===== config.mk =====
export PLATFORM = sky130hd
export DESIGN_NAME = dsr_bank
export DESIGN_NICKNAME = d
export VERILOG_FILES = /design/src/verilog/dsr_pkg.sv /design/src/verilog/dsr_bank.sv
export SDC_FILE = /design/constraint.sdc
export NUM_CORES = 1
export LEC_CHECK = 0
export BUFFER_PORTS_ARGS = -buffer_cell sky130_fd_sc_hd__buf_2
export CAP_MARGIN = 20
export CORE_ASPECT_RATIO = 0.7
export CORE_MARGIN = 2
export CORE_UTILIZATION = 50
export DETAILED_ROUTE_END_ITERATION = 10
export PLACE_DENSITY = 0.81
export SYNTH_ARGS = -nofsm -noshare
export SYNTH_HDL_FRONTEND = slang
export SYNTH_SLANG_ARGS = --single-unit

===== constraint.sdc =====
create_clock -name clk -period 2.45 [get_ports clk]
set_input_delay 0.3675 -clock clk [delete_from_list [all_inputs] [get_ports clk]]
set_output_delay 0.3675 -clock clk [all_outputs]
set_load 0.02 [all_outputs]

===== src/verilog/dsr_pkg.sv =====
// Purpose: shared constants and carriers of the debug status register bank
// Assumes: one 32-bit word per register, byte addresses as decoded
// Notes: offsets, field positions and reset values live only here

package dsr_pkg;

  // ----------------------------------------------------------------
  // register map
  // ----------------------------------------------------------------
  localparam logic [31:0] DSR_ADDR_HALT_CTRL = 32'he000_edf0;
  localparam logic [31:0] DSR_ADDR_CORE_SEL = 32'he000_edf4;
  localparam logic [31:0] DSR_ADDR_CORE_DATA = 32'he000_edf8;
  localparam logic [31:0] DSR_ADDR_MON_CTRL = 32'he000_edfc;
  localparam logic [31:0] DSR_ADDR_RSV_LO = 32'he000_ee00;
  localparam logic [31:0] DSR_ADDR_RSV_HI = 32'he000_eeff;
  localparam logic [31:0] DSR_ADDR_HANDLER = 32'he000_ed80;
  localparam logic [31:0] DSR_ADDR_FAULT = 32'he000_ed84;

  // ----------------------------------------------------------------
  // field layout and reset values
  // ----------------------------------------------------------------
  localparam int DSR_WORD_W = 32;
  localparam int DSR_FAULT_W = 5;
  localparam int DSR_SVC_BIT = 15;
  localparam int DSR_FS_HALTED = 0;
  localparam int DSR_FS_BREAKPOINT_EVENT_FLAG = 1;
  localparam int DSR_FS_WATCH = 2;
  localparam int DSR_FS_VECTOR_CATCH_FLAG = 3;
  localparam int DSR_FS_EXT = 4;
  localparam logic [31:0] DSR_WORD_RST = 32'h0000_0000;
  localparam logic [4:0] DSR_FAULT_RST = 5'h00;

  // ----------------------------------------------------------------
  // carriers
  // ----------------------------------------------------------------
  typedef struct packed {
    logic valid;
    logic write;
    logic [31:0] addr;
    logic [31:0] wdata;
  } dsr_req_s;

  typedef struct packed {
    logic ext_debug_request_in;
    logic vector_catch;
    logic watch_unit;
    logic breakpoint;
    logic halt_request;
    logic step_done;
  } dsr_evt_s;

  typedef struct packed {
    logic svc_occur;
    logic svc_active;
  } dsr_svc_s;

  typedef struct packed {
    logic [31:0] halt_ctrl;
    logic [31:0] core_sel;
    logic [31:0] core_data;
    logic [31:0] mon_ctrl;
    logic svc_pend;
    logic [4:0] fault;
    logic [31:0] rdata;
    logic ack;
  } dsr_state_s;

endpackage : dsr_pkg


===== src/verilog/dsr_bank.sv =====
// Purpose: debug register bank reached from the debug access port
// Assumes: access requests and core events are synchronous to clk
// Notes: resetn is power-on reset; local_resetn spares the fault status
//
// Contract
// - every debug control block register is a full 32-bit word.
// - decode halting control, selector (write-only), core data, monitor control.
// - word range 0xE000EE00..0xE000EEFF stays reserved, no function.
// - handler, fault status and control block reachable through the access port.
// - handler register bit 15 reads pending state; a write sets or clears it from bit 15 of the data.
// - pending sets when the exception occurs, clears when it becomes active.
// - writing 1 to a fault status bit clears it; 0 leaves it.
// - power-on reset clears fault status; local reset leaves it alone.
// - fault bit 4 sets on an external debug request event.
// - fault bit 3 sets on a vector catch debug event.
// - fault bit 2 sets when the watchpoint unit makes an event.
// - fault bit 1 sets on any breakpoint debug event.
// - fault bit 0 sets while a halt request or step completion event is active.
// - completing a single step sets the halted bit.

`timescale 1ns/1ps
`default_nettype none

module dsr_bank (
  // clock and resets
  input wire logic clk,
  input wire logic resetn,
  input wire logic local_resetn,
  // debug access port
  input wire dsr_pkg::dsr_req_s acc,
  output logic acc_ack,
  output logic [31:0] acc_rdata,
  // debug events from the core
  input wire dsr_pkg::dsr_evt_s evt,
  input wire dsr_pkg::dsr_svc_s svc,
  // register contents toward the core
  output logic [31:0] halting_control_status,
  output logic [31:0] core_register_selector,
  output logic [31:0] core_register_data,
  output logic [31:0] exception_monitor_control,
  output logic supervisor_call_pending,
  output logic [4:0] debug_fault_status
);
  import dsr_pkg::*;

  dsr_state_s q;
  dsr_state_s d;
  logic rd;
  logic wr;
  logic in_rsv;
  logic [4:0] w1c;
  logic [4:0] fset;

  // ----------------------------------------------------------------
  // access decode
  // ----------------------------------------------------------------
  // only the access port reaches the bank; no core-side path exists
  assign rd = acc.valid && !acc.write;
  assign wr = acc.valid && acc.write;
  assign in_rsv = (acc.addr >= DSR_ADDR_RSV_LO) && (acc.addr <= DSR_ADDR_RSV_HI);

  // fault sources gathered by bit position
  always_comb begin
    fset = '0;
    fset[DSR_FS_EXT] = evt.ext_debug_request_in;
    fset[DSR_FS_VECTOR_CATCH_FLAG] = evt.vector_catch;
    fset[DSR_FS_WATCH] = evt.watch_unit;
    fset[DSR_FS_BREAKPOINT_EVENT_FLAG] = evt.breakpoint;
    fset[DSR_FS_HALTED] = evt.halt_request || evt.step_done;
  end

  // clear mask from a write to the fault status word
  assign w1c = (wr && acc.addr == DSR_ADDR_FAULT) ? acc.wdata[DSR_FAULT_W-1:0] : '0;

  // ----------------------------------------------------------------
  // next state
  // ----------------------------------------------------------------
  always_comb begin
    d = q;
    d.ack = acc.valid;
    d.rdata = DSR_WORD_RST;
    // read mux; reserved window and unmapped words answer zero
    if (rd && !in_rsv) begin
      case (acc.addr)
        DSR_ADDR_HALT_CTRL: d.rdata = q.halt_ctrl;
        DSR_ADDR_CORE_SEL: d.rdata = DSR_WORD_RST;
        DSR_ADDR_CORE_DATA: d.rdata = q.core_data;
        DSR_ADDR_MON_CTRL: d.rdata = q.mon_ctrl;
        DSR_ADDR_HANDLER: d.rdata[DSR_SVC_BIT] = q.svc_pend;
        DSR_ADDR_FAULT: d.rdata[DSR_FAULT_W-1:0] = q.fault;
        default: d.rdata = DSR_WORD_RST;
      endcase
    end
    // full-word writes; reserved window swallows writes silently
    if (wr && !in_rsv) begin
      case (acc.addr)
        DSR_ADDR_HALT_CTRL: d.halt_ctrl = acc.wdata;
        DSR_ADDR_CORE_SEL: d.core_sel = acc.wdata;
        DSR_ADDR_CORE_DATA: d.core_data = acc.wdata;
        DSR_ADDR_MON_CTRL: d.mon_ctrl = acc.wdata;
        DSR_ADDR_HANDLER: d.svc_pend = acc.wdata[DSR_SVC_BIT];
        default: d.svc_pend = q.svc_pend;
      endcase
    end
    // exception taken clears pending, a new occurrence wins over activation and handler writes but not over local reset
    if (svc.svc_active) begin
      d.svc_pend = 1'b0;
    end
    if (svc.svc_occur) begin
      d.svc_pend = 1'b1;
    end
    // sticky faults: set beats a same-cycle write-one clear
    d.fault = (q.fault & ~w1c) | fset;
    // local reset spares the fault status word on purpose
    if (!local_resetn) begin
      d.halt_ctrl = DSR_WORD_RST;
      d.core_sel = DSR_WORD_RST;
      d.core_data = DSR_WORD_RST;
      d.mon_ctrl = DSR_WORD_RST;
      d.svc_pend = 1'b0;
    end
  end

  // ----------------------------------------------------------------
  // state register
  // ----------------------------------------------------------------
  // power-on reset is the only reset that clears the fault word
  always_ff @(posedge clk or negedge resetn) begin
    if (!resetn) begin
      q <= '{halt_ctrl: DSR_WORD_RST, core_sel: DSR_WORD_RST, core_data: DSR_WORD_RST,
             mon_ctrl: DSR_WORD_RST, svc_pend: 1'b0, fault: DSR_FAULT_RST,
             rdata: DSR_WORD_RST, ack: 1'b0};
    end else begin
      q <= d;
    end
  end

  // outputs straight from flip-flops
  assign acc_ack = q.ack;
  assign acc_rdata = q.rdata;
  assign halting_control_status = q.halt_ctrl;
  assign core_register_selector = q.core_sel;
  assign core_register_data = q.core_data;
  assign exception_monitor_control = q.mon_ctrl;
  assign supervisor_call_pending = q.svc_pend;
  assign debug_fault_status = q.fault;
endmodule : dsr_bank

`default_nettype wire


[After elaboration in Yosys (flattened, before gate mapping)]
Cells that the tools add are included.
Cells by class
  equality and inequality tests: 13
  muxes and demuxes: 15
  reduce and logical (&&, ||, !) cells: 14
  bitwise operators: 3
  magnitude comparators: 2
Operators by type and width (number)
  129-bit 2-to-1 mux: 2
  32-bit equality test (second input constant): 6
  32-bit 2-to-1 mux: 5
  16-bit one-hot mux with 3 select lines: 1
  32-bit greater-or-equal comparator (second input constant): 1
  32-bit less-or-equal comparator (second input constant): 1
  10-bit one-hot mux with 3 select lines: 1
  5-bit one-hot mux with 4 select lines: 1
  2-bit by 1-bit inequality test with 1-bit output (second input constant): 5
  2-bit AND reduction: 5
  4-bit by 1-bit inequality test with 1-bit output (second input constant): 2
  1-bit logical AND: 6
  5-bit bitwise AND: 1
  5-bit 2-to-1 mux: 1
  5-bit inverter: 1
  5-bit OR: 1
  1-bit one-hot mux with 4 select lines: 1
  1-bit 2-to-1 mux: 3
  1-bit logical NOT: 2
  1-bit logical OR: 1
Word-level totals
  output and inout port bits: 167
  register bits after elaboration: 167

[Longest topological paths before layout]
Gate-level depths: netlist (run 1).
  depth in word-level cells: 8
  gate-level depth with buffers: 7

[Worst setup path before layout (run 1)]
OpenSTA, ideal clock, no wires.
  kind: input -> register
  start: in acc[53] (netlist bit)
  end: reg q, in the netlist halting_control_status[15]
  stages on the path: 6
  setup time: 79 ps
  data required time: 2371 ps
  arrival time: 1770 ps
  path buffers: 2
  path slack: 600 ps
  cells stage by stage: or4_4 nor3_2 and4_1 buf_2 buf_4 mux2i_1
Between the ends
  word-level cells in the longest chain between the ends: 6
  elaborated cells between the ends (all ways): 9
RTL lines
  start: declaration: RTL line dsr_bank.sv:30  | input wire dsr_pkg::dsr_req_s acc,
  32-bit greater-or-equal comparator / 32-bit less-or-equal comparator (equally long branches): RTL line dsr_bank.sv:60  | assign in_rsv = (acc.addr >= DSR_ADDR_RSV_LO) && (acc.addr <= DSR_ADDR_RSV_HI);
  1-bit logical AND: RTL line dsr_bank.sv:60
  1-bit logical NOT: RTL line dsr_bank.sv:95  | if (wr && !in_rsv) begin
  1-bit logical AND: RTL line dsr_bank.sv:95
  2-bit by 1-bit inequality test with 1-bit output (no line)
  2-bit AND reduction (no line) (*)
  end signal: assignment: RTL line dsr_bank.sv:130  | q <= '{halt_ctrl: DSR_WORD_RST, core_sel: DSR_WORD_RST, core_data: DSR_WORD_RST,
  end: declaration: RTL line dsr_bank.sv:46  | dsr_state_s q;
Mark *: on every way between the ends. The rest lies on a longest branch, timed or not.
A chain may end at the register's enable or synchronous reset.

[Final worst setup path (run 1)]
  start: in acc[53] (netlist bit)
  end: reg q, in the netlist halting_control_status[11]
The elaborated chain is that of the path after synthesis.

==> flow_summary_export.csv, run 1 <==
group,metric,value,unit
clock_network,cts_tree,"done",
routing,drt_iter0_drc,400,
timing,worst_pin_slew,518,ps
job,cap_violations,0,
logic_synthesis,synthAdderAreaFrac,0,%
timing,fin_skew,10.4,ps
pwr,ir_worst_vdd,0.000481,V
worst_setup_path,cp_cell_sequence,"buf_2, or4_4, nor3_2, buf_4, and4_2, buf_12, mux2i_1",
worst_setup_path,slowest_delay,530,ps
logic_synthesis,syn_area_per_cell,11.4,µm²
logic_synthesis,synth-seq-cells,167,
finish,n_antenna_cell,0,
timing,rsz0062_at_grt,"false",
timing,clock.fmax,544,MHz
finish,layout-drive-gt1-share,37.7,%
timing,setup_tns,0,ps
logic_synthesis,synth_nets,731,
routing,vias_per_cell,5.50,
worst_setup_path,startpoint,"acc[53]",
finish,area_delta_synth_final,28.0,%
routing,drc,0,
timing,finalMaxSlewViolations,0,
routing,totalWireLength,21.0,mm
placed_design,dp.cells,1072,
finish,fillerInstances,1166,
floorplanning,die_area,16000,µm²
worst_setup_path,reg2reg_slack,1190,ps
logic_synthesis,synth_top_area_share,55.9,%
worst_setup_path,critical_path_class,"in2reg",
grt,grt_max_degree,75,
floorplanning,die_y,106,µm
worst_setup_path,cp_max_fo,19,
grt,track_usage,27.0,%
worst_setup_path,start_kind,"input pin",
finish,multi_input_area,3020,µm²
logic_synthesis,synth-simple-area-share,13.7,%
finish,ff_latch_area,4180,µm²
floorplanning,core-area,14700,µm²
timing,hold_ws,69.1,ps
finish,nNetsFinal,974,
hold_path,whs_path_depth,1,
logic_synthesis,synth_compound_area_share,4.67,%
worst_setup_path,reg2regPathDepth,4,
clock_network,cts_resized,0,
floorplanning,num_rows,37,
worst_setup_path,critPathCapture,"halting_control_status[11]$_DFFE_PN0P_",
floorplanning,pin_count,244,
logic_synthesis,yosys_warnings,0,
logic_synthesis,synth_seq_area_share,55.9,%
timing,max-slew-margin-rel,65.4,%
timing,hold_viol,0,
clock_network,clkTransAtPathRegs,70,ps
timing,setup_viol,0,
placed_design,gp_congestion,0.811,
grt,grt_pass1_vias,5927,
worst_setup_path,cp_data_arrival_time,2170,ps
placed_design,pre_cts_ws,160,ps
logic_synthesis,syn-cell-area,7480,µm²
logic_synthesis,synth.mux.area_fraction,21.9,%
clock_network,clk_latency,420,ps
finish,final_cells,1105,
placed_design,dpl_cell_area,8960,µm²
logic_synthesis,synth_area_leaders,"dfrtp_1 56%, mux2i_1 17%, nand2_1 8.1%",
hold_path,hp-class,"in2reg",
worst_setup_path,critical_path.slowest_cell,"or4_4",
worst_setup_path,cp.required,2780,ps
logic_synthesis,synth_xor_area_share,0,%
placed_design,port_buffers,243,
clock_network,cts_buffers,17,
clock_network,cts_root_buf,"clkbuf_16",
logic_synthesis,synth_area_leader_cell,"dfrtp_1",
worst_setup_path,worst_setup_path_end_kind,"flip-flop",
routing,wl_per_cell,19.0,µm
outcome,status,"completed",
worst_setup_path,reg2reg_from,"core_register_data[3]$_DFFE_PN0P_",
clock_network,clk_path_buf_depth,2,
logic_synthesis,post-synth-top-count-cell,"dfrtp_1",
clock_network,cts_setup_buffers,0,
timing,postLayoutSetupSlackWorst,613,ps
timing,fin_crit,1840,ps
pwr,power.density,608,nW/µm²
grt,grt_pass1_wl,32.9,mm
routing,firstDrtPassIters,4,
grt,overflow,0,
floorplanning,start_util,51.0,%
logic_synthesis,synth_ff_type,"dfrtp_1",
routing,ant_nets,0,
logic_synthesis,async_flop_share,100,%
grt,antenna_found_initial,0,
logic_synthesis,synth_top_family_by_area,"multiplexers",
finish,design_area,9570,µm²
clock_network,cts.sinks,167,
floorplanning,die_w,150,µm
logic_synthesis,synth-edff-count,0,
logic_synthesis,ys_top_cells_by_count,"167 x dfrtp_1, 161 x nand2_1, 128 x mux2i_1, 37 x nor2_1",
logic_synthesis,yosysUniqueCellTypes,33,
placed_design,dp_hpwl,14.4,mm
pwr,leakage,5.49,nW
logic_synthesis,synth_cells,654,
clock_network,cts_htree_levels,4,
worst_setup_path,r2r-end,"acc_rdata[3]$_DFF_PN0_",
timing,fin_crit_sh,75.0,%
routing,num_vias,6075,
## state kept, by name, summed over array words and instances, names as in the netlist
register                   flops
exception_monitor_control     32
core_register_selector        32
supervisor_call_pending        1
debug_fault_status             5
acc_rdata                     32
core_register_data            32
halting_control_status        32
acc_ack                        1
## per-stage QoR
step | power [mW] | util [%]
CTS | 5.85 | 65.2
detailed placement | 3.11 | 61.0
floorplan | 2.93 | -
finish | 5.82 | 65.2
global route | 6.00 | 65.2
global placement | 3.11 | 61.0
## final cells by class
| cell class | count | area share (%) |
|---|---|---|
| clock buffer | 19 | 4.63 |
| clock inverter | 13 | 1.66 |
| inverter | 2 | 0.0784 |
| multi-input combinational | 436 | 31.6 |
| sequential | 167 | 43.7 |
| tap | 195 | 2.55 |
| timing repair buffer | 273 | 15.8 |
## cell families (layout without fill, tap and decap cells)
family                 Yosys count  count (layout)
AOI/OAI and AO/OA               45              45
and+or+nand+nor                231             231
DFF                            167             167
buffers and inverters           51             307
muxes                          160             160
## power breakdown
part | total (mW) | internal [mW] | switching (mW)
sequential | 2.76 | 2.76 | 0.00112
clock | 2.76 | 1.56 | 1.20
combinational | 0.298 | 0.0965 | 0.202
total | 5.82 | 4.42 | 1.40
## critical path: cells and delay by family
family / cells / cell delay [ps]
and+or+nand+nor: 3 / 1010
buffers and inverters: 3 / 540
muxes: 1 / 220
## layout by cell type (no fill, tap or decap), types with 4 or more instances in the layout
cell type  Yosys  layout
buf_4          4      25
clkbuf_16      0      17
nand4_1        7       7
nand2_1      161     161
buf_12         0       5
a22o_1         6       6
nor2_1        37      36
dfrtp_1      167     167
inv_6          0       4
a22oi_1       32      32
mux2i_1      128     128
a21o_1         4       4
mux2_2        32      32
buf_2         10     241
## layer usage
metal,part of all wire [%],GRT usage (%),up-vias
li1,-,-,2736
met1,44,39.4,3033
met2,45,40.4,285
met3,9.1,6.31,21
met4,1.3,7.88,0
met5,0,0,-
## what timing repair did
| action | 4_1_cts | 5_1_grt |
|---|---|---|
| endpoints found under the hold margin | 50 | 0 |
| setup endpoints to repair | 0 | 0 |
| hold buffers | 1 | 0 |
## worst min-delay path by stage
stage / start / to / slack, ps
floorplan: resetn / acc_ack$_DFF_PN0_ / 70
global placement: resetn / core_register_data[8]$_DFFE_PN0P_ / 360
detailed placement: resetn / core_register_data[8]$_DFFE_PN0P_ / 360
CTS: acc[65] / acc_ack$_DFF_PN0_ / 60
global route: acc[65] / acc_ack$_DFF_PN0_ / 60
finish: acc[65] / acc_ack$_DFF_PN0_ / 70
Power figures use the tool's default switching activity.
==> inputs of run 2 (changes only) <==
--- a/config.mk
+++ b/config.mk
@@ -9,9 +9,9 @@
 export CAP_MARGIN = 20
 export CORE_ASPECT_RATIO = 0.7
 export CORE_MARGIN = 2
-export CORE_UTILIZATION = 50
+export CORE_UTILIZATION = 46
 export DETAILED_ROUTE_END_ITERATION = 10
-export PLACE_DENSITY = 0.81
+export PLACE_DENSITY = 0.78
 export SYNTH_ARGS = -nofsm -noshare
 export SYNTH_HDL_FRONTEND = slang
 export SYNTH_SLANG_ARGS = --single-unit
==> constraint.sdc (replaced) <==
create_clock -name clk -period 1.66 [get_ports clk]
set_input_delay 0.249 -clock clk [delete_from_list [all_inputs] [get_ports clk]]
set_output_delay 0.249 -clock clk [all_outputs]
set_load 0.02 [all_outputs]
==> run 2 against run 1 <==
Effect of this change:
- total power increased by 46%
- non-clock buffer count rose by 21
- clock-buffer cell count unchanged
- worst hold slack worse by 47 ps
- clock skew grew 2.2 ps
- cell area increased by 3.8%
- sequential share of layout area fell by 1.6 points
- die area rose by 8.4%
==> flow_summary_export.csv, run 2 (synthesis gave the netlist of run 1 again) <==
group,metric,value,unit
clock_network,cts_buffers,17,
routing,firstDrtPassIters,5,
hold_path,hp-class,"in2reg",
worst_setup_path,cp_data_arrival_time,1930,ps
pwr,ir_worst_vdd,0.000671,V
timing,max-slew-margin-rel,67.3,%
clock_network,cts_setup_buffers,0,
outcome,status,"completed",
routing,vias_per_cell,5.35,
placed_design,dp_hpwl,15.0,mm
routing,drt_iter0_drc,417,
routing,num_vias,6041,
grt,grt_max_degree,50,
finish,fillerInstances,1272,
timing,fin_skew,12.5,ps
finish,mostFrequentLayoutCells,"241 x buf_2, 167 x dfrtp_1, 161 x nand2_1, 128 x mux2i_1, 36 x nor2_1",
timing,finalMaxSlewViolations,0,
clock_network,clkTransAtPathRegs,70,ps
worst_setup_path,start_kind,"input pin",
worst_setup_path,slowest_delay,540,ps
timing,clock.fmax,625,MHz
grt,grt_pass1_wl,33.1,mm
timing,worst_pin_slew,491,ps
timing,fin_crit_sh,96.4,%
grt,track_usage,24.5,%
clock_network,postCtsHoldBufs,3,
finish,area_delta_synth_final,32.8,%
floorplanning,num_rows,38,
floorplanning,die_w,156,µm
worst_setup_path,cp_cell_sequence,"buf_2, or4b_4, nor3_4, and4_2, buf_12, mux2i_1",
worst_setup_path,critical_path.slowest_cell,"or4b_4",
timing,setup_viol,0,
worst_setup_path,cp.required,1980,ps
worst_setup_path,worst_setup_path_end_kind,"flip-flop",
routing,drc,0,
placed_design,dp.cells,1096,
floorplanning,pin_count,244,
finish,nNetsFinal,995,
placed_design,pre_cts_ws,-361,ps
clock_network,clk_latency,410,ps
routing,totalWireLength,20.7,mm
clock_network,cts_root_buf,"clkbuf_16",
worst_setup_path,crit_family,"simple AND/OR/NAND/NOR gates",
timing,setup_tns,0,ps
clock_network,cts.sinks,167,
finish,layout-drive-gt1-share,39.1,%
clock_network,cts_resized,0,
finish,final_common_cell,"buf_2",
pwr,power.density,856,nW/µm²
pwr,leakage,5.66,nW
routing,ant_nets,0,
finish,utilization,63.3,%
floorplanning,die_y,111,µm
floorplanning,core-area,15700,µm²
placed_design,gp_congestion,0.821,
worst_setup_path,cp_num_buf_inv,2,
placed_design,port_buffers,243,
worst_setup_path,critical_path_class,"in2reg",
finish,final_cells,1130,
grt,overflow,0,
grt,antenna_found_initial,0,
pwr,power,8.50,mW
finish,n_antenna_cell,0,
timing,rsz0062_at_grt,"false",
grt,grt_pass1_vias,6039,
timing,hold_ws,22.1,ps
finish,design_area,9930,µm²
routing,wl_per_cell,18.3,µm
timing,fin_crit,1600,ps
placed_design,dpl_cell_area,9320,µm²
worst_setup_path,reg2reg_slack,360,ps
floorplanning,die_area,17300,µm²
worst_setup_path,cp_max_fo,18,
timing,hold_viol,0,
timing,postLayoutSetupSlackWorst,59.0,ps
clock_network,clk_path_buf_depth,2,
job,cap_violations,0,
clock_network,cts_tree,"done",
clock_network,cts_htree_levels,4,
floorplanning,start_util,47.7,%
run 2: per-layer routing:
layer | track usage (%) | wire, µm | vias to the layer above
li1 | - | - | 2780
met4 | 4.77 | 108 | 0
met2 | 38.1 | 9510 | 261
met5 | 0 | 0 | -
met3 | 6.80 | 1740 | 10
met1 | 34.6 | 9350 | 2990
run 2: path summary, 6_finish.rpt:
kind	from	to	cells past startpoint
min in group asynchronous	resetn	core_register_selector[8]$_DFFE_PN0P_	2
min	evt[5]	debug_fault_status[4]$_DFF_PN0_	2
max	acc[52]	halting_control_status[9]$_DFFE_PN0P_	6
max in group asynchronous	resetn	acc_rdata[28]$_DFF_PN0_	3
max reg2reg	core_register_data[15]$_DFFE_PN0P_	acc_rdata[15]$_DFF_PN0_	4
min reg2reg	debug_fault_status[3]$_DFF_PN0_	debug_fault_status[3]$_DFF_PN0_	1
run 2: power breakdown:
group,leakage (nW),switching [mW],total [mW],internal [mW]
clock,0.267,1.67,3.94,2.27
combinational,3.09,0.308,0.488,0.180
sequential,2.30,0.00161,4.07,4.07
run 2: layout make-up:
type                    count  area [µm²]  share of cell area (%)
clock buffers              19         443                    4.46
clock inverters            12         143                    1.44
inverters                   2        7.51                  0.0756
multi-input cells         436        3040                    30.7
flip-flops and latches    167        4180                    42.1
well taps                 200         250                    2.52
repair buffers            294        1870                    18.8
